$ cat src/adcp_defs.svh
`ifndef ADCP_DEFS_SVH
`define ADCP_DEFS_SVH

// ----------------------------------------------------------------
// Clock and timing.
// ----------------------------------------------------------------
`define ADCP_CLK_NS        100
`define ADCP_SCLK_HALF_NS  400
`define ADCP_RST_PULSE_NS  1000
`define ADCP_SCLK_HALF_CYC ((`ADCP_SCLK_HALF_NS + `ADCP_CLK_NS - 1) / `ADCP_CLK_NS)
`define ADCP_RST_CYC       ((`ADCP_RST_PULSE_NS + `ADCP_CLK_NS - 1) / `ADCP_CLK_NS)
`define ADCP_TMR_W         8

// ----------------------------------------------------------------
// Serial programming word.
// ----------------------------------------------------------------
`define ADCP_ADDR_W        8
`define ADCP_DATA_W        8
`define ADCP_WORD_W        16
`define ADCP_CNT_W         5
`define ADCP_CNT_FULL      5'h10
`define ADCP_CNT_OVER      5'h11
`define ADCP_REG_CNT       8
`define ADCP_REG_RST       8'h00
`define ADCP_SW_RST_ADDR   8'h00
`define ADCP_SW_RST_BIT    0
`define ADCP_MODE_IDX      1
`define ADCP_MODE_SKEW     0
`define ADCP_MODE_SYNC     1
`define ADCP_MODE_PDN      2
`define ADCP_MODE_GAIN     3
`define ADCP_MODE_EXTREF   4

// ----------------------------------------------------------------
// Pin vector layout and codes.
// ----------------------------------------------------------------
`define ADCP_PIN_W         11
`define ADCP_PIN_RSTV      11'h008
`define ADCP_PIN_RST       0
`define ADCP_PIN_SCLK      1
`define ADCP_PIN_SERIAL_DATA_IN     2
`define ADCP_PIN_SEN       3
`define ADCP_PIN_PDN       4
`define ADCP_PIN_LINK      5
`define ADCP_PIN_SER       7
`define ADCP_PIN_FMT       9
`define ADCP_PAR_NORMAL    2'h0
`define ADCP_PAR_SKEW      2'h1
`define ADCP_PAR_SYNC      2'h2
`define ADCP_PAR_PDN       2'h3
`define ADCP_LINK_1W_DDR   2'h0
`define ADCP_LINK_1W_SDR   2'h1
`define ADCP_LINK_2W_SDR   2'h2
`define ADCP_LINK_2W_DDR   2'h3
`define ADCP_SER_12X_RISE  2'h0
`define ADCP_SER_14X_RISE  2'h1
`define ADCP_SER_14X_FALL  2'h2
`define ADCP_SER_12X_FALL  2'h3
`define ADCP_FMT_OFFBIN    0
`define ADCP_FMT_LSBFIRST  1

// ----------------------------------------------------------------
// Host command registers.
// ----------------------------------------------------------------
`define ADCP_BUS_AW        4
`define ADCP_BUS_DW        32
`define ADCP_HREG_CTRL     4'h0
`define ADCP_HREG_STRAP    4'h1
`define ADCP_HREG_CMD      4'h2
`define ADCP_HREG_RESET    4'h3
`define ADCP_HREG_STATUS   4'h4
`define ADCP_CTRL_W        4
`define ADCP_CTRL_RST      4'h0
`define ADCP_STRAP_W       7
`define ADCP_STRAP_RST     7'h00

`endif

$ cat src/adcp_pkg.sv
`default_nettype none

package adcp_pkg;

  typedef enum logic [0:0] {RX_IDLE, RX_SHIFT} adcp_rx_state_t;

  typedef enum logic [2:0] {
    HS_PULSE,
    HS_IDLE,
    HS_LEAD,
    HS_LOW,
    HS_HIGH,
    HS_TAIL
  } adcp_host_state_t;

endpackage

`default_nettype wire

$ cat src/adcp_ctl_if.sv
`timescale 1ns/10ps
`default_nettype none

interface adcp_ctl_if;
  logic       resetIn;
  logic       serialClk;
  logic       serialData;
  logic       serialEnable;
  logic       powerdownPin;
  logic [1:0] linkCfg;
  logic [1:0] serCfg;
  logic [1:0] fmtCfg;

  modport device (
    input resetIn,
    input serialClk,
    input serialData,
    input serialEnable,
    input powerdownPin,
    input linkCfg,
    input serCfg,
    input fmtCfg
  );

  modport host (
    output resetIn,
    output serialClk,
    output serialData,
    output serialEnable,
    output powerdownPin,
    output linkCfg,
    output serCfg,
    output fmtCfg
  );
endinterface

`default_nettype wire

$ cat src/adcp_dev_end.sv
// The placing of the registers and the strobed register port were left to the implementer.
`timescale 1ns/10ps
`default_nettype none
`include "adcp_defs.svh"
// Overview of operation
// RL1: Reset low: shared clock pin clocks serial port.
// RL2: Reset low: shared data pin carries serial data.
// RL3: Reset low: enable pin frames serial transfers.
// RL4: Reset high: clock and data pins pick modes.
// RL5: Reset high: enable pin picks gain, reference.
// RL6: Controller initialises registers by reset pulse.
// RL7: Parallel mode needs reset held high always.
// RL8: Link pin picks wire count and clocking.
// RL9: Grounded link pin means 1-wire DDR.
// RL10: Serialization pin picks factor and capture edge.
// RL11: DDR 12x: both pin levels behave alike.
// RL12: Power-down pin powers down all channels.
// RL13: Format pin picks coding and bit order.
// RL14: Pin roles follow reset level, no extra sampling.

module adcp_dev_end #(
  parameter int REG_CNT = `ADCP_REG_CNT
) (
  // Clock and reset
  input  wire logic                        ref_clk,
  input  wire logic                        rstn,
  // Control pins
  adcp_ctl_if.device                       ctl,
  // Decoded modes
  output var  logic                        serialMode,
  output var  logic                        skewPatternMode,
  output var  logic                        syncPatternMode,
  output var  logic                        globalPowerdown,
  output var  logic                        coarseGainOn,
  output var  logic                        extRefMode,
  output var  logic                        twoWireMode,
  output var  logic                        sdrClock,
  output var  logic                        ser14x,
  output var  logic                        captureFalling,
  output var  logic                        offsetBinary,
  output var  logic                        lsbFirst,
  // Serial register writes
  output var  logic                        regWrStrobe,
  output var  logic [`ADCP_ADDR_W-1:0]     regWrAddr,
  output var  logic [`ADCP_DATA_W-1:0]     regWrData,
  // Register read port
  input  wire logic [$clog2(REG_CNT)-1:0]  regRdAddr,
  output var  logic [`ADCP_DATA_W-1:0]     regRdData
);

  localparam int IDX_W = $clog2(REG_CNT);

  // ----------------------------------------------------------------
  // Decoding functions.
  // ----------------------------------------------------------------
  function automatic logic linkIsSdr(input logic [1:0] code);
    return (code == `ADCP_LINK_1W_SDR) || (code == `ADCP_LINK_2W_SDR);
  endfunction

  function automatic logic serIs14x(input logic [1:0] code);
    return (code == `ADCP_SER_14X_RISE) || (code == `ADCP_SER_14X_FALL);
  endfunction

  function automatic logic serIsFall(input logic [1:0] code);
    return (code == `ADCP_SER_14X_FALL) || (code == `ADCP_SER_12X_FALL);
  endfunction

  // ----------------------------------------------------------------
  // Pin synchronisers.
  // ----------------------------------------------------------------
  logic [`ADCP_PIN_W-1:0] pinRaw;
  logic [`ADCP_PIN_W-1:0] syncA_reg;
  logic [`ADCP_PIN_W-1:0] syncA_next;
  logic [`ADCP_PIN_W-1:0] syncB_reg;
  logic [`ADCP_PIN_W-1:0] syncB_next;
  logic                   sclkPrev_reg;
  logic                   sclkPrev_next;

  assign pinRaw = {ctl.fmtCfg, ctl.serCfg, ctl.linkCfg, ctl.powerdownPin,
                   ctl.serialEnable, ctl.serialData, ctl.serialClk, ctl.resetIn};

  always_comb begin
    syncA_next    = pinRaw;
    syncB_next    = syncA_reg;
    sclkPrev_next = syncB_reg[`ADCP_PIN_SCLK];
  end

  always_ff @(posedge ref_clk or negedge rstn) begin
    if (!rstn) begin
      syncA_reg    <= `ADCP_PIN_RSTV;
      syncB_reg    <= `ADCP_PIN_RSTV;
      sclkPrev_reg <= 1'b0;
    end else begin
      syncA_reg    <= syncA_next;
      syncB_reg    <= syncB_next;
      sclkPrev_reg <= sclkPrev_next;
    end
  end

  logic       rstLvl;
  logic       sclkLvl;
  logic       sdataLvl;
  logic       senLvl;
  logic       pdnLvl;
  logic [1:0] linkCode;
  logic [1:0] serCode;
  logic [1:0] fmtCode;
  logic       sclkRise;

  assign rstLvl   = syncB_reg[`ADCP_PIN_RST];
  assign sclkLvl  = syncB_reg[`ADCP_PIN_SCLK];
  assign sdataLvl = syncB_reg[`ADCP_PIN_SERIAL_DATA_IN];
  assign senLvl   = syncB_reg[`ADCP_PIN_SEN];
  assign pdnLvl   = syncB_reg[`ADCP_PIN_PDN];
  assign linkCode = syncB_reg[`ADCP_PIN_LINK +: 2];
  assign serCode  = syncB_reg[`ADCP_PIN_SER +: 2];
  assign fmtCode  = syncB_reg[`ADCP_PIN_FMT +: 2];
  assign sclkRise = sclkLvl & ~sclkPrev_reg;

  // ----------------------------------------------------------------
  // Serial programming receiver.
  // ----------------------------------------------------------------
  adcp_pkg::adcp_rx_state_t    rxState_reg;
  adcp_pkg::adcp_rx_state_t    rxState_next;
  logic [`ADCP_WORD_W-1:0]     shift_reg;
  logic [`ADCP_WORD_W-1:0]     shift_next;
  logic [`ADCP_CNT_W-1:0]      bitCnt_reg;
  logic [`ADCP_CNT_W-1:0]      bitCnt_next;
  logic [`ADCP_DATA_W-1:0]     regs_reg [REG_CNT];
  logic [`ADCP_DATA_W-1:0]     regs_next [REG_CNT];
  logic                        wrStb_next;
  logic [`ADCP_ADDR_W-1:0]     wrAddr_next;
  logic [`ADCP_DATA_W-1:0]     wrData_next;
  logic [`ADCP_ADDR_W-1:0]     rxAddr;
  logic [`ADCP_DATA_W-1:0]     rxData;

  assign rxAddr = shift_reg[`ADCP_WORD_W-1 -: `ADCP_ADDR_W];
  assign rxData = shift_reg[`ADCP_DATA_W-1:0];

  always_comb begin
    rxState_next = rxState_reg;
    shift_next   = shift_reg;
    bitCnt_next  = bitCnt_reg;
    regs_next    = regs_reg;
    wrStb_next   = 1'b0;
    wrAddr_next  = regWrAddr;
    wrData_next  = regWrData;
    if (rstLvl) begin
      // RL6: hardware reset clears.
      rxState_next = adcp_pkg::RX_IDLE;
      bitCnt_next  = '0;
      for (int i = 0; i < REG_CNT; i++) begin
        regs_next[i] = `ADCP_REG_RST;
      end
    end else begin
      unique case (rxState_reg)
        adcp_pkg::RX_IDLE: begin
          // RL3: enable opens frame.
          if (!senLvl) begin
            rxState_next = adcp_pkg::RX_SHIFT;
            bitCnt_next  = '0;
          end
        end
        adcp_pkg::RX_SHIFT: begin
          if (senLvl) begin
            rxState_next = adcp_pkg::RX_IDLE;
            if (bitCnt_reg == `ADCP_CNT_FULL) begin
              wrStb_next  = 1'b1;
              wrAddr_next = rxAddr;
              wrData_next = rxData;
              if (rxAddr == `ADCP_SW_RST_ADDR && rxData[`ADCP_SW_RST_BIT]) begin
                for (int i = 0; i < REG_CNT; i++) begin
                  regs_next[i] = `ADCP_REG_RST;
                end
              end else if (int'(rxAddr) < REG_CNT) begin
                regs_next[rxAddr[IDX_W-1:0]] = rxData;
              end
            end
          // RL1: shift on clock edge.
          end else if (sclkRise && bitCnt_reg != `ADCP_CNT_OVER) begin
            // RL2: data bit captured.
            shift_next  = {shift_reg[`ADCP_WORD_W-2:0], sdataLvl};
            bitCnt_next = bitCnt_reg + `ADCP_CNT_W'(1);
          end
        end
      endcase
    end
  end

  always_ff @(posedge ref_clk or negedge rstn) begin
    if (!rstn) begin
      rxState_reg <= adcp_pkg::RX_IDLE;
      shift_reg   <= '0;
      bitCnt_reg  <= '0;
      regWrStrobe <= 1'b0;
      regWrAddr   <= '0;
      regWrData   <= '0;
      for (int i = 0; i < REG_CNT; i++) begin
        regs_reg[i] <= `ADCP_REG_RST;
      end
    end else begin
      rxState_reg <= rxState_next;
      shift_reg   <= shift_next;
      bitCnt_reg  <= bitCnt_next;
      regWrStrobe <= wrStb_next;
      regWrAddr   <= wrAddr_next;
      regWrData   <= wrData_next;
      regs_reg    <= regs_next;
    end
  end

  // ----------------------------------------------------------------
  // Mode decode.
  // ----------------------------------------------------------------
  logic [1:0]              parCode;
  logic [`ADCP_DATA_W-1:0] modeReg;
  logic [11:0]             mode_next;
  logic [`ADCP_DATA_W-1:0] rd_next;
  logic                    parPdn;
  logic                    sdrSel;

  assign parCode = {sclkLvl, sdataLvl};
  assign modeReg = regs_reg[`ADCP_MODE_IDX];

  always_comb begin
    sdrSel = linkIsSdr(linkCode);
    if (rstLvl) begin
      // RL4: clock and data decode.
      mode_next[1] = (parCode == `ADCP_PAR_SKEW);
      mode_next[2] = (parCode == `ADCP_PAR_SYNC);
      parPdn       = (parCode == `ADCP_PAR_PDN);
      // RL5: enable level decode.
      mode_next[4] = ~senLvl;
      mode_next[5] = ~senLvl;
    end else begin
      mode_next[1] = modeReg[`ADCP_MODE_SKEW];
      mode_next[2] = modeReg[`ADCP_MODE_SYNC];
      parPdn       = modeReg[`ADCP_MODE_PDN];
      mode_next[4] = modeReg[`ADCP_MODE_GAIN];
      mode_next[5] = modeReg[`ADCP_MODE_EXTREF];
    end
    // RL14: role follows reset.
    mode_next[0]  = ~rstLvl;
    // RL12: pin forces power-down.
    mode_next[3]  = pdnLvl | parPdn;
    // RL8: link pin decode.
    // RL9: ground gives 1-wire DDR.
    mode_next[6]  = linkCode[1];
    mode_next[7]  = sdrSel;
    // RL10: factor and edge.
    mode_next[8]  = serIs14x(serCode);
    // RL11: DDR ignores edge level.
    mode_next[9]  = sdrSel & serIsFall(serCode);
    // RL13: format pin decode.
    mode_next[10] = fmtCode[`ADCP_FMT_OFFBIN];
    mode_next[11] = fmtCode[`ADCP_FMT_LSBFIRST];
    rd_next       = regs_reg[regRdAddr];
  end

  always_ff @(posedge ref_clk or negedge rstn) begin
    if (!rstn) begin
      {lsbFirst, offsetBinary, captureFalling, ser14x, sdrClock, twoWireMode,
       extRefMode, coarseGainOn, globalPowerdown, syncPatternMode,
       skewPatternMode, serialMode} <= 12'h001;
      regRdData <= '0;
    end else begin
      {lsbFirst, offsetBinary, captureFalling, ser14x, sdrClock, twoWireMode,
       extRefMode, coarseGainOn, globalPowerdown, syncPatternMode,
       skewPatternMode, serialMode} <= mode_next;
      regRdData <= rd_next;
    end
  end

endmodule

`default_nettype wire

$ cat src/flat_wrapper.sv
// flat-port wrapper written by rule: the top's interface ports become plain ports
module adcp_dev_end_flat 
#(
  parameter int REG_CNT = `ADCP_REG_CNT
)
  (ref_clk, rstn, serialMode, skewPatternMode, syncPatternMode, globalPowerdown, coarseGainOn, extRefMode, twoWireMode, sdrClock, ser14x, captureFalling, offsetBinary, lsbFirst, regWrStrobe, regWrAddr, regWrData, regRdAddr, regRdData, ctl_resetIn, ctl_serialClk, ctl_serialData, ctl_serialEnable, ctl_powerdownPin, ctl_linkCfg, ctl_serCfg, ctl_fmtCfg);
  adcp_ctl_if ctl_i ();
  input  wire logic ref_clk;
  input  wire logic rstn;
  output var  logic serialMode;
  output var  logic skewPatternMode;
  output var  logic syncPatternMode;
  output var  logic globalPowerdown;
  output var  logic coarseGainOn;
  output var  logic extRefMode;
  output var  logic twoWireMode;
  output var  logic sdrClock;
  output var  logic ser14x;
  output var  logic captureFalling;
  output var  logic offsetBinary;
  output var  logic lsbFirst;
  output var  logic regWrStrobe;
  output var  logic [`ADCP_ADDR_W-1:0] regWrAddr;
  output var  logic [`ADCP_DATA_W-1:0] regWrData;
  input  wire logic [$clog2(REG_CNT)-1:0] regRdAddr;
  output var  logic [`ADCP_DATA_W-1:0] regRdData;
  input wire logic [$bits(ctl_i.resetIn)-1:0] ctl_resetIn;
  input wire logic [$bits(ctl_i.serialClk)-1:0] ctl_serialClk;
  input wire logic [$bits(ctl_i.serialData)-1:0] ctl_serialData;
  input wire logic [$bits(ctl_i.serialEnable)-1:0] ctl_serialEnable;
  input wire logic [$bits(ctl_i.powerdownPin)-1:0] ctl_powerdownPin;
  input wire logic [$bits(ctl_i.linkCfg)-1:0] ctl_linkCfg;
  input wire logic [$bits(ctl_i.serCfg)-1:0] ctl_serCfg;
  input wire logic [$bits(ctl_i.fmtCfg)-1:0] ctl_fmtCfg;
  assign ctl_i.resetIn = ctl_resetIn;
  assign ctl_i.serialClk = ctl_serialClk;
  assign ctl_i.serialData = ctl_serialData;
  assign ctl_i.serialEnable = ctl_serialEnable;
  assign ctl_i.powerdownPin = ctl_powerdownPin;
  assign ctl_i.linkCfg = ctl_linkCfg;
  assign ctl_i.serCfg = ctl_serCfg;
  assign ctl_i.fmtCfg = ctl_fmtCfg;
  adcp_dev_end #(.REG_CNT(REG_CNT)) u_core (.ref_clk(ref_clk), .rstn(rstn), .ctl(ctl_i), .serialMode(serialMode), .skewPatternMode(skewPatternMode), .syncPatternMode(syncPatternMode), .globalPowerdown(globalPowerdown), .coarseGainOn(coarseGainOn), .extRefMode(extRefMode), .twoWireMode(twoWireMode), .sdrClock(sdrClock), .ser14x(ser14x), .captureFalling(captureFalling), .offsetBinary(offsetBinary), .lsbFirst(lsbFirst), .regWrStrobe(regWrStrobe), .regWrAddr(regWrAddr), .regWrData(regWrData), .regRdAddr(regRdAddr), .regRdData(regRdData));
endmodule
$ cat config.mk
export PLATFORM = sky130hd
export DESIGN_NAME = adcp_dev_end_flat
export DESIGN_NICKNAME = d
export VERILOG_FILES = /design/src/adcp_pkg.sv /design/src/adcp_ctl_if.sv /design/src/adcp_dev_end.sv /design/src/flat_wrapper.sv
export VERILOG_INCLUDE_DIRS = /design/src
export SDC_FILE = /design/constraint.sdc
export NUM_CORES = 1
export LEC_CHECK = 0
export ABC_AREA = 1
export BUFFER_PORTS_ARGS = -buffer_cell sky130_fd_sc_hd__clkbuf_2
export CORE_ASPECT_RATIO = 0.9
export CORE_UTILIZATION = 40
export CTS_CLUSTER_DIAMETER = 120
export DETAILED_ROUTE_END_ITERATION = 16
export GPL_ROUTABILITY_DRIVEN = 0
export PLACE_DENSITY = 0.56
export SLEW_MARGIN = 25
export SYNTH_ARGS = -nofsm -noshare
export SYNTH_HDL_FRONTEND = slang
export SYNTH_SLANG_ARGS = --single-unit
$ cat constraint.sdc
create_clock -name ref_clk -period 1.55 [get_ports ref_clk]
set_input_delay 0.155 -clock ref_clk [delete_from_list [all_inputs] [get_ports ref_clk]]
set_output_delay 0.155 -clock ref_clk [all_outputs]
set_load 0.05 [all_outputs]
---- Word-level counts from Yosys, hierarchy flattened ----
Cells that the tools add are included.
Widths: inputs -> output; s select.
operators by class
  $add $sub $neg .......................... 1
  magnitude comparators ................... 4
  equality and inequality tests ........... 13
  mux-type cells .......................... 26
  bitwise gates (word level) .............. 9
  reduce and logical (&&, ||, !) cells .... 15
operator list
  cell                 number
  $mux 64              6
  $bwmux 64            1
  $bmux 8 s3           1
  $demux 8 s3          1
  $mux 8               3
  $mux 5               4
  $reduce_and 4->1     3
  $eq 2x2->1 const B   5
  $pmux 5 s2           1
  $ge 4x4->1 const B   2
  $logic_not 8->1      1
  $lt 8x4->1 const B   1
  $not 3->4            2
  $mux 1               7
  $eq 2x1->1 const B   3
  $ne 3x3->1 const B   2
  $reduce_bool 2->1    3
  $add 5x1->5 const B  1
  $eq 5x5->1 const B   1
  $ne 5x5->1 const B   1
  $lt 4x1->1 const B   1
  $mux 2               2
  $not 1->1            4
  $logic_and 1x1->1    3
  6 further kinds      9
word-level totals
  register bits after elaboration ......... 146

---- Logic depth before layout (Yosys ltp) ----
  depth in word-level cells ............... 12
  depth in mapped cells ................... 12
  gate-level depth less buffers ........... 11

---- Least setup slack after synthesis ----
OpenSTA, ideal clock, no wires.
  path kind ............................... register to register
  from .................................... reg u_core.bitCnt_reg[0]
  to ...................................... reg u_core.regs_reg, in the netlist u_core.modeReg[2]
  setup time .............................. 117 ps
  arrival time ............................ 1351 ps
  data required time ...................... 1433 ps
  slack ................................... 82 ps
  stages on the path, launching flop included .. 13
  buffers on the path ..................... 1
  period minus slack after synthesis ...... 1468 ps
  path through ............................ dfrtp_1 -> inv_1 -> ha_1 -> nand2_1 -> inv_1 -> nand2_1 -> nor2_2 -> nand2_1 -> nand2_4 -> buf_12 -> nand2_4 -> nand2_1 -> nand2_1
between the ends
  word-level cells in the longest chain between the ends .. 3
RTL lines
  element                             line                 source
  start, declared                     adcp_dev_end.sv:127  logic [`ADCP_CNT_W-1:0] bitCnt_reg;
  start signal, assigned              adcp_dev_end.sv:204  bitCnt_reg <= bitCnt_next;
  $eq 5x5->1 (no source line)         --
  $reduce_bool 2->1 (no source line)  --
  $reduce_and 4->1 (no source line)   --
  end signal, assigned by index       adcp_dev_end.sv:199  regs_reg[i] <= `ADCP_REG_RST;
  end signal, assigned                adcp_dev_end.sv:208  regs_reg <= regs_next;
  end, declared                       adcp_dev_end.sv:129  logic [`ADCP_DATA_W-1:0] regs_reg [REG_CNT];
No other way between the ends.
A chain may end at the register's enable or synchronous reset.

---- Final worst setup path ----
  from .................................... reg u_core.bitCnt_reg[0]
  to ...................................... reg u_core.regs_reg[36] (netlist name)
Same word-level chain as after synthesis.

==> metrics.yaml <==
critical_path:
  r2r_end: "u_core.regs_reg[36]$_DFFE_PN0P_"
  critical_path_peak_fanout: 8
  reg2reg_depth: 12
  rrSetupSlack_ns: -0.08
  required_ns: 1.86
  cp-startpoint: "u_core.bitCnt_reg[0]$_DFFE_PN0P_"
  path_common_cell: "nand2_2"
  max_stage_delay_ns: 0.39
  r2r-start: "u_core.bitCnt_reg[0]$_DFFE_PN0P_"
  arrival_ns: 1.94
  critical_path.cell_chain: "inv_2, ha_4, nand2_2, inv_2, nand2_2, nor2_4, nand2_4, nand2_8, buf_12, nand2_8, nand2_2, nand2_1"
  crit_buf_inv: 3
  cp_slowest_cell: "dfrtp_1"
  critPathKind: "reg -> reg"
  start_kind: "flop"
  critPathTopFamily: "simple AND/OR/NAND/NOR gates"
  endpoint_kind: "flop"
timing:
  grt_setup_unrepaired: "true"
  fin_skew_ns: 0.0121
  clock.fmax_mhz: 614
  finalWorstPathRequiredPeriod_ns: 1.63
  timing.hold.ws_ns: 0.0611
  slew_headroom: 0.659
  setup_ws_ns: -0.0795
  finalSetupViolCount: 63
  tns_ns: -1.95
  drv_slew: 0
  worst_pin_slew_ns: 0.510
  min_period_over_period: 1.05
  finalHoldViolCount: 0
floorplan:
  io_pins: 53
  coreArea_mm2: 0.0155
  num_rows: 43
  die_h_um: 122
  dieWidth_um: 135
  start_util: 0.413
  die-area_mm2: 0.0165
route:
  wire_per_inst_um: 15.9
  drt_iter0_drc: 396
  drc_errors: 0
  vias: 5466
  drt_pass1_iterations: 5
  ant_nets: 0
  wirelength_mm: 17.0
  post_drt_via_cell_ratio: 5.11
logic_synthesis:
  syn_nets: 770
  yosysUniqueCellTypes: 30
  synth_ff_type: "dfrtp_1"
  synth-edff-count: 0
  synthArstFlopShare: 1.00
  syn_avg_cell_area_um2: 8.54
  synth_seq_cells: 146
  seq_area_frac_synth: 0.572
  synthCells: 749
  yosys_warnings: 0
  synthesis.area_mm2: 0.00640
grt:
  grt_max_degree: 46
  grt-ovfl-total: 0
  antenna_found_initial: 0
  grt_first_pass_wirelength_mm: 27.2
  grt_pass1_vias: 5264
  grtUsageTotal: 0.220
clock_tree:
  clk_pin_slew_ns: 0.07
  clock_latency_ns: 0.43
  htree_levels: 4
  clock_path_buffers: 2
  numCtsBuffers: 17
  cts_tree: "yes"
  cts_sinks: 146
  cts-root-buf: "clkbuf_16"
pwr:
  p_leak_nw: 4.18
  powerDensity_mw_per_mm2: 1080
  p_total_mw: 9.20
  max-vdd-ir-drop_v: 0.000761
min_path:
  hp-class: "in -> reg"
  hold-path-cell-count: 3
  hp-start: "regRdAddr[2]"
  hold_end: "u_core.regRdData[3]$_DFF_PN0_"
final_layout:
  final_cells: 1070
  seq_area_mm2: 0.00366
  diodes: 0
  stdcell_area_mm2: 0.00852
  final_nets: 877
  largest_reg_flops: 56
  areaGrowthSynthToFinish_pct: 33.1
  drive_gt1_frac: 0.259
  layout_common_cells: "173 x nand2_1, 143 x dfrtp_1, 100 x nor2_1"
  mostFrequentLayoutCell: "nand2_1"
  final_core_util: 0.550
  multi_input_area_mm2: 0.00273
  fillers: 1409
place:
  placedCellCount: 1013
  placed_area_mm2: 0.00716
  port_buffers: 52
  pre_cts_ws_ns: -0.0826
  hpwl_mm: 10.8
run_status:
  violations: "negative setup slack"
  status: "finished, violations left"
job:
  maxCapViolations: 0
-- synthesized netlist by cell type (4+ instances only) --
cell	number	area share
nand2_4	8	0.014
a21oi_1	6	0.0047
dfrtp_1	143	0.56
nand3_2	4	0.0063
o21ai_0	85	0.066
inv_1	40	0.023
nand2_1	210	0.12
ha_1	5	0.0098
nand2_2	7	0.0068
nand3_1	82	0.064
nand4_1	5	0.0049
clkbuf_1	12	0.0070
nor2_1	101	0.059
buf_2	8	0.0063
buf_4	9	0.011
-- worst max-delay path by stage --
stage | to | slack, ns | cells after the start
floorplan | u_core.modeReg[2]$_DFFE_PN0P_ | 0.08 | 12
global placement | u_core.regs_reg[15]$_DFFE_PN0P_ | -0.05 | 12
detailed placement | u_core.regs_reg[6]$_DFFE_PN0P_ | -0.08 | 12
CTS | u_core.regs_reg[58]$_DFFE_PN0P_ | -0.09 | 12
global route | u_core.regs_reg[12]$_DFFE_PN0P_ | -0.16 | 12
finish | u_core.regs_reg[36]$_DFFE_PN0P_ | -0.08 | 12
-- area by class of cell --
cell class,count,area share
sequential,146,0.429
clock buffer,19,0.0520
timing repair buffer,119,0.128
multi-input combinational,528,0.320
tap,202,0.0297
clock inverter,12,0.0212
inverter,44,0.0194
-- routing by layer --
| metal | part of all wire | wire length [µm] | GRT usage | vias to the layer above |
|---|---|---|---|---|
| li1 | - | - | - | 2627 |
| met1 | 0.46 | 7850 | 0.312 | 2628 |
| met2 | 0.45 | 7690 | 0.329 | 188 |
| met3 | 0.070 | 1200 | 0.0574 | 23 |
| met4 | 0.018 | 302 | 0.0674 | 0 |
| met5 | 0 | 0 | 0 | - |
-- report_power, final --
part | total [mW] | internal (mW) | switching (mW) | leakage [nW]
combinational | 0.933 | 0.276 | 0.657 | 1.93
sequential | 3.93 | 3.90 | 0.0354 | 1.95
clock | 4.33 | 2.74 | 1.60 | 0.300
-- worst reg2reg max path, delay by kind of cell, from the launching register on --
family                     cells  cell delay (ns)
adders and majority gates      1             0.12
buffers and inverters          3             0.30
DFF                            1             0.39
and+or+nand+nor                8             0.69
-- cell families (layout without fill, tap and decap cells) --
kind of cell,Yosys count,in the layout,synth area share
and+or+nand+nor,425,425,0.287
DFF,146,146,0.572
AOI/OAI and AO/OA,97,97,0.0769
buffers and inverters,75,194,0.0534
adders and majority gates,5,5,0.00978
xor gates and xnor gates,1,1,0.00137
-- what timing repair did --
item,CTS,global route
hold buffers,12,0
pin swaps,7,17
setup endpoints to repair,56,102
endpoints found under the hold margin,103,0
setup buffers,8,1
cloned,4,4
resized for setup,14,85
(Power assumes the default switching activity.)
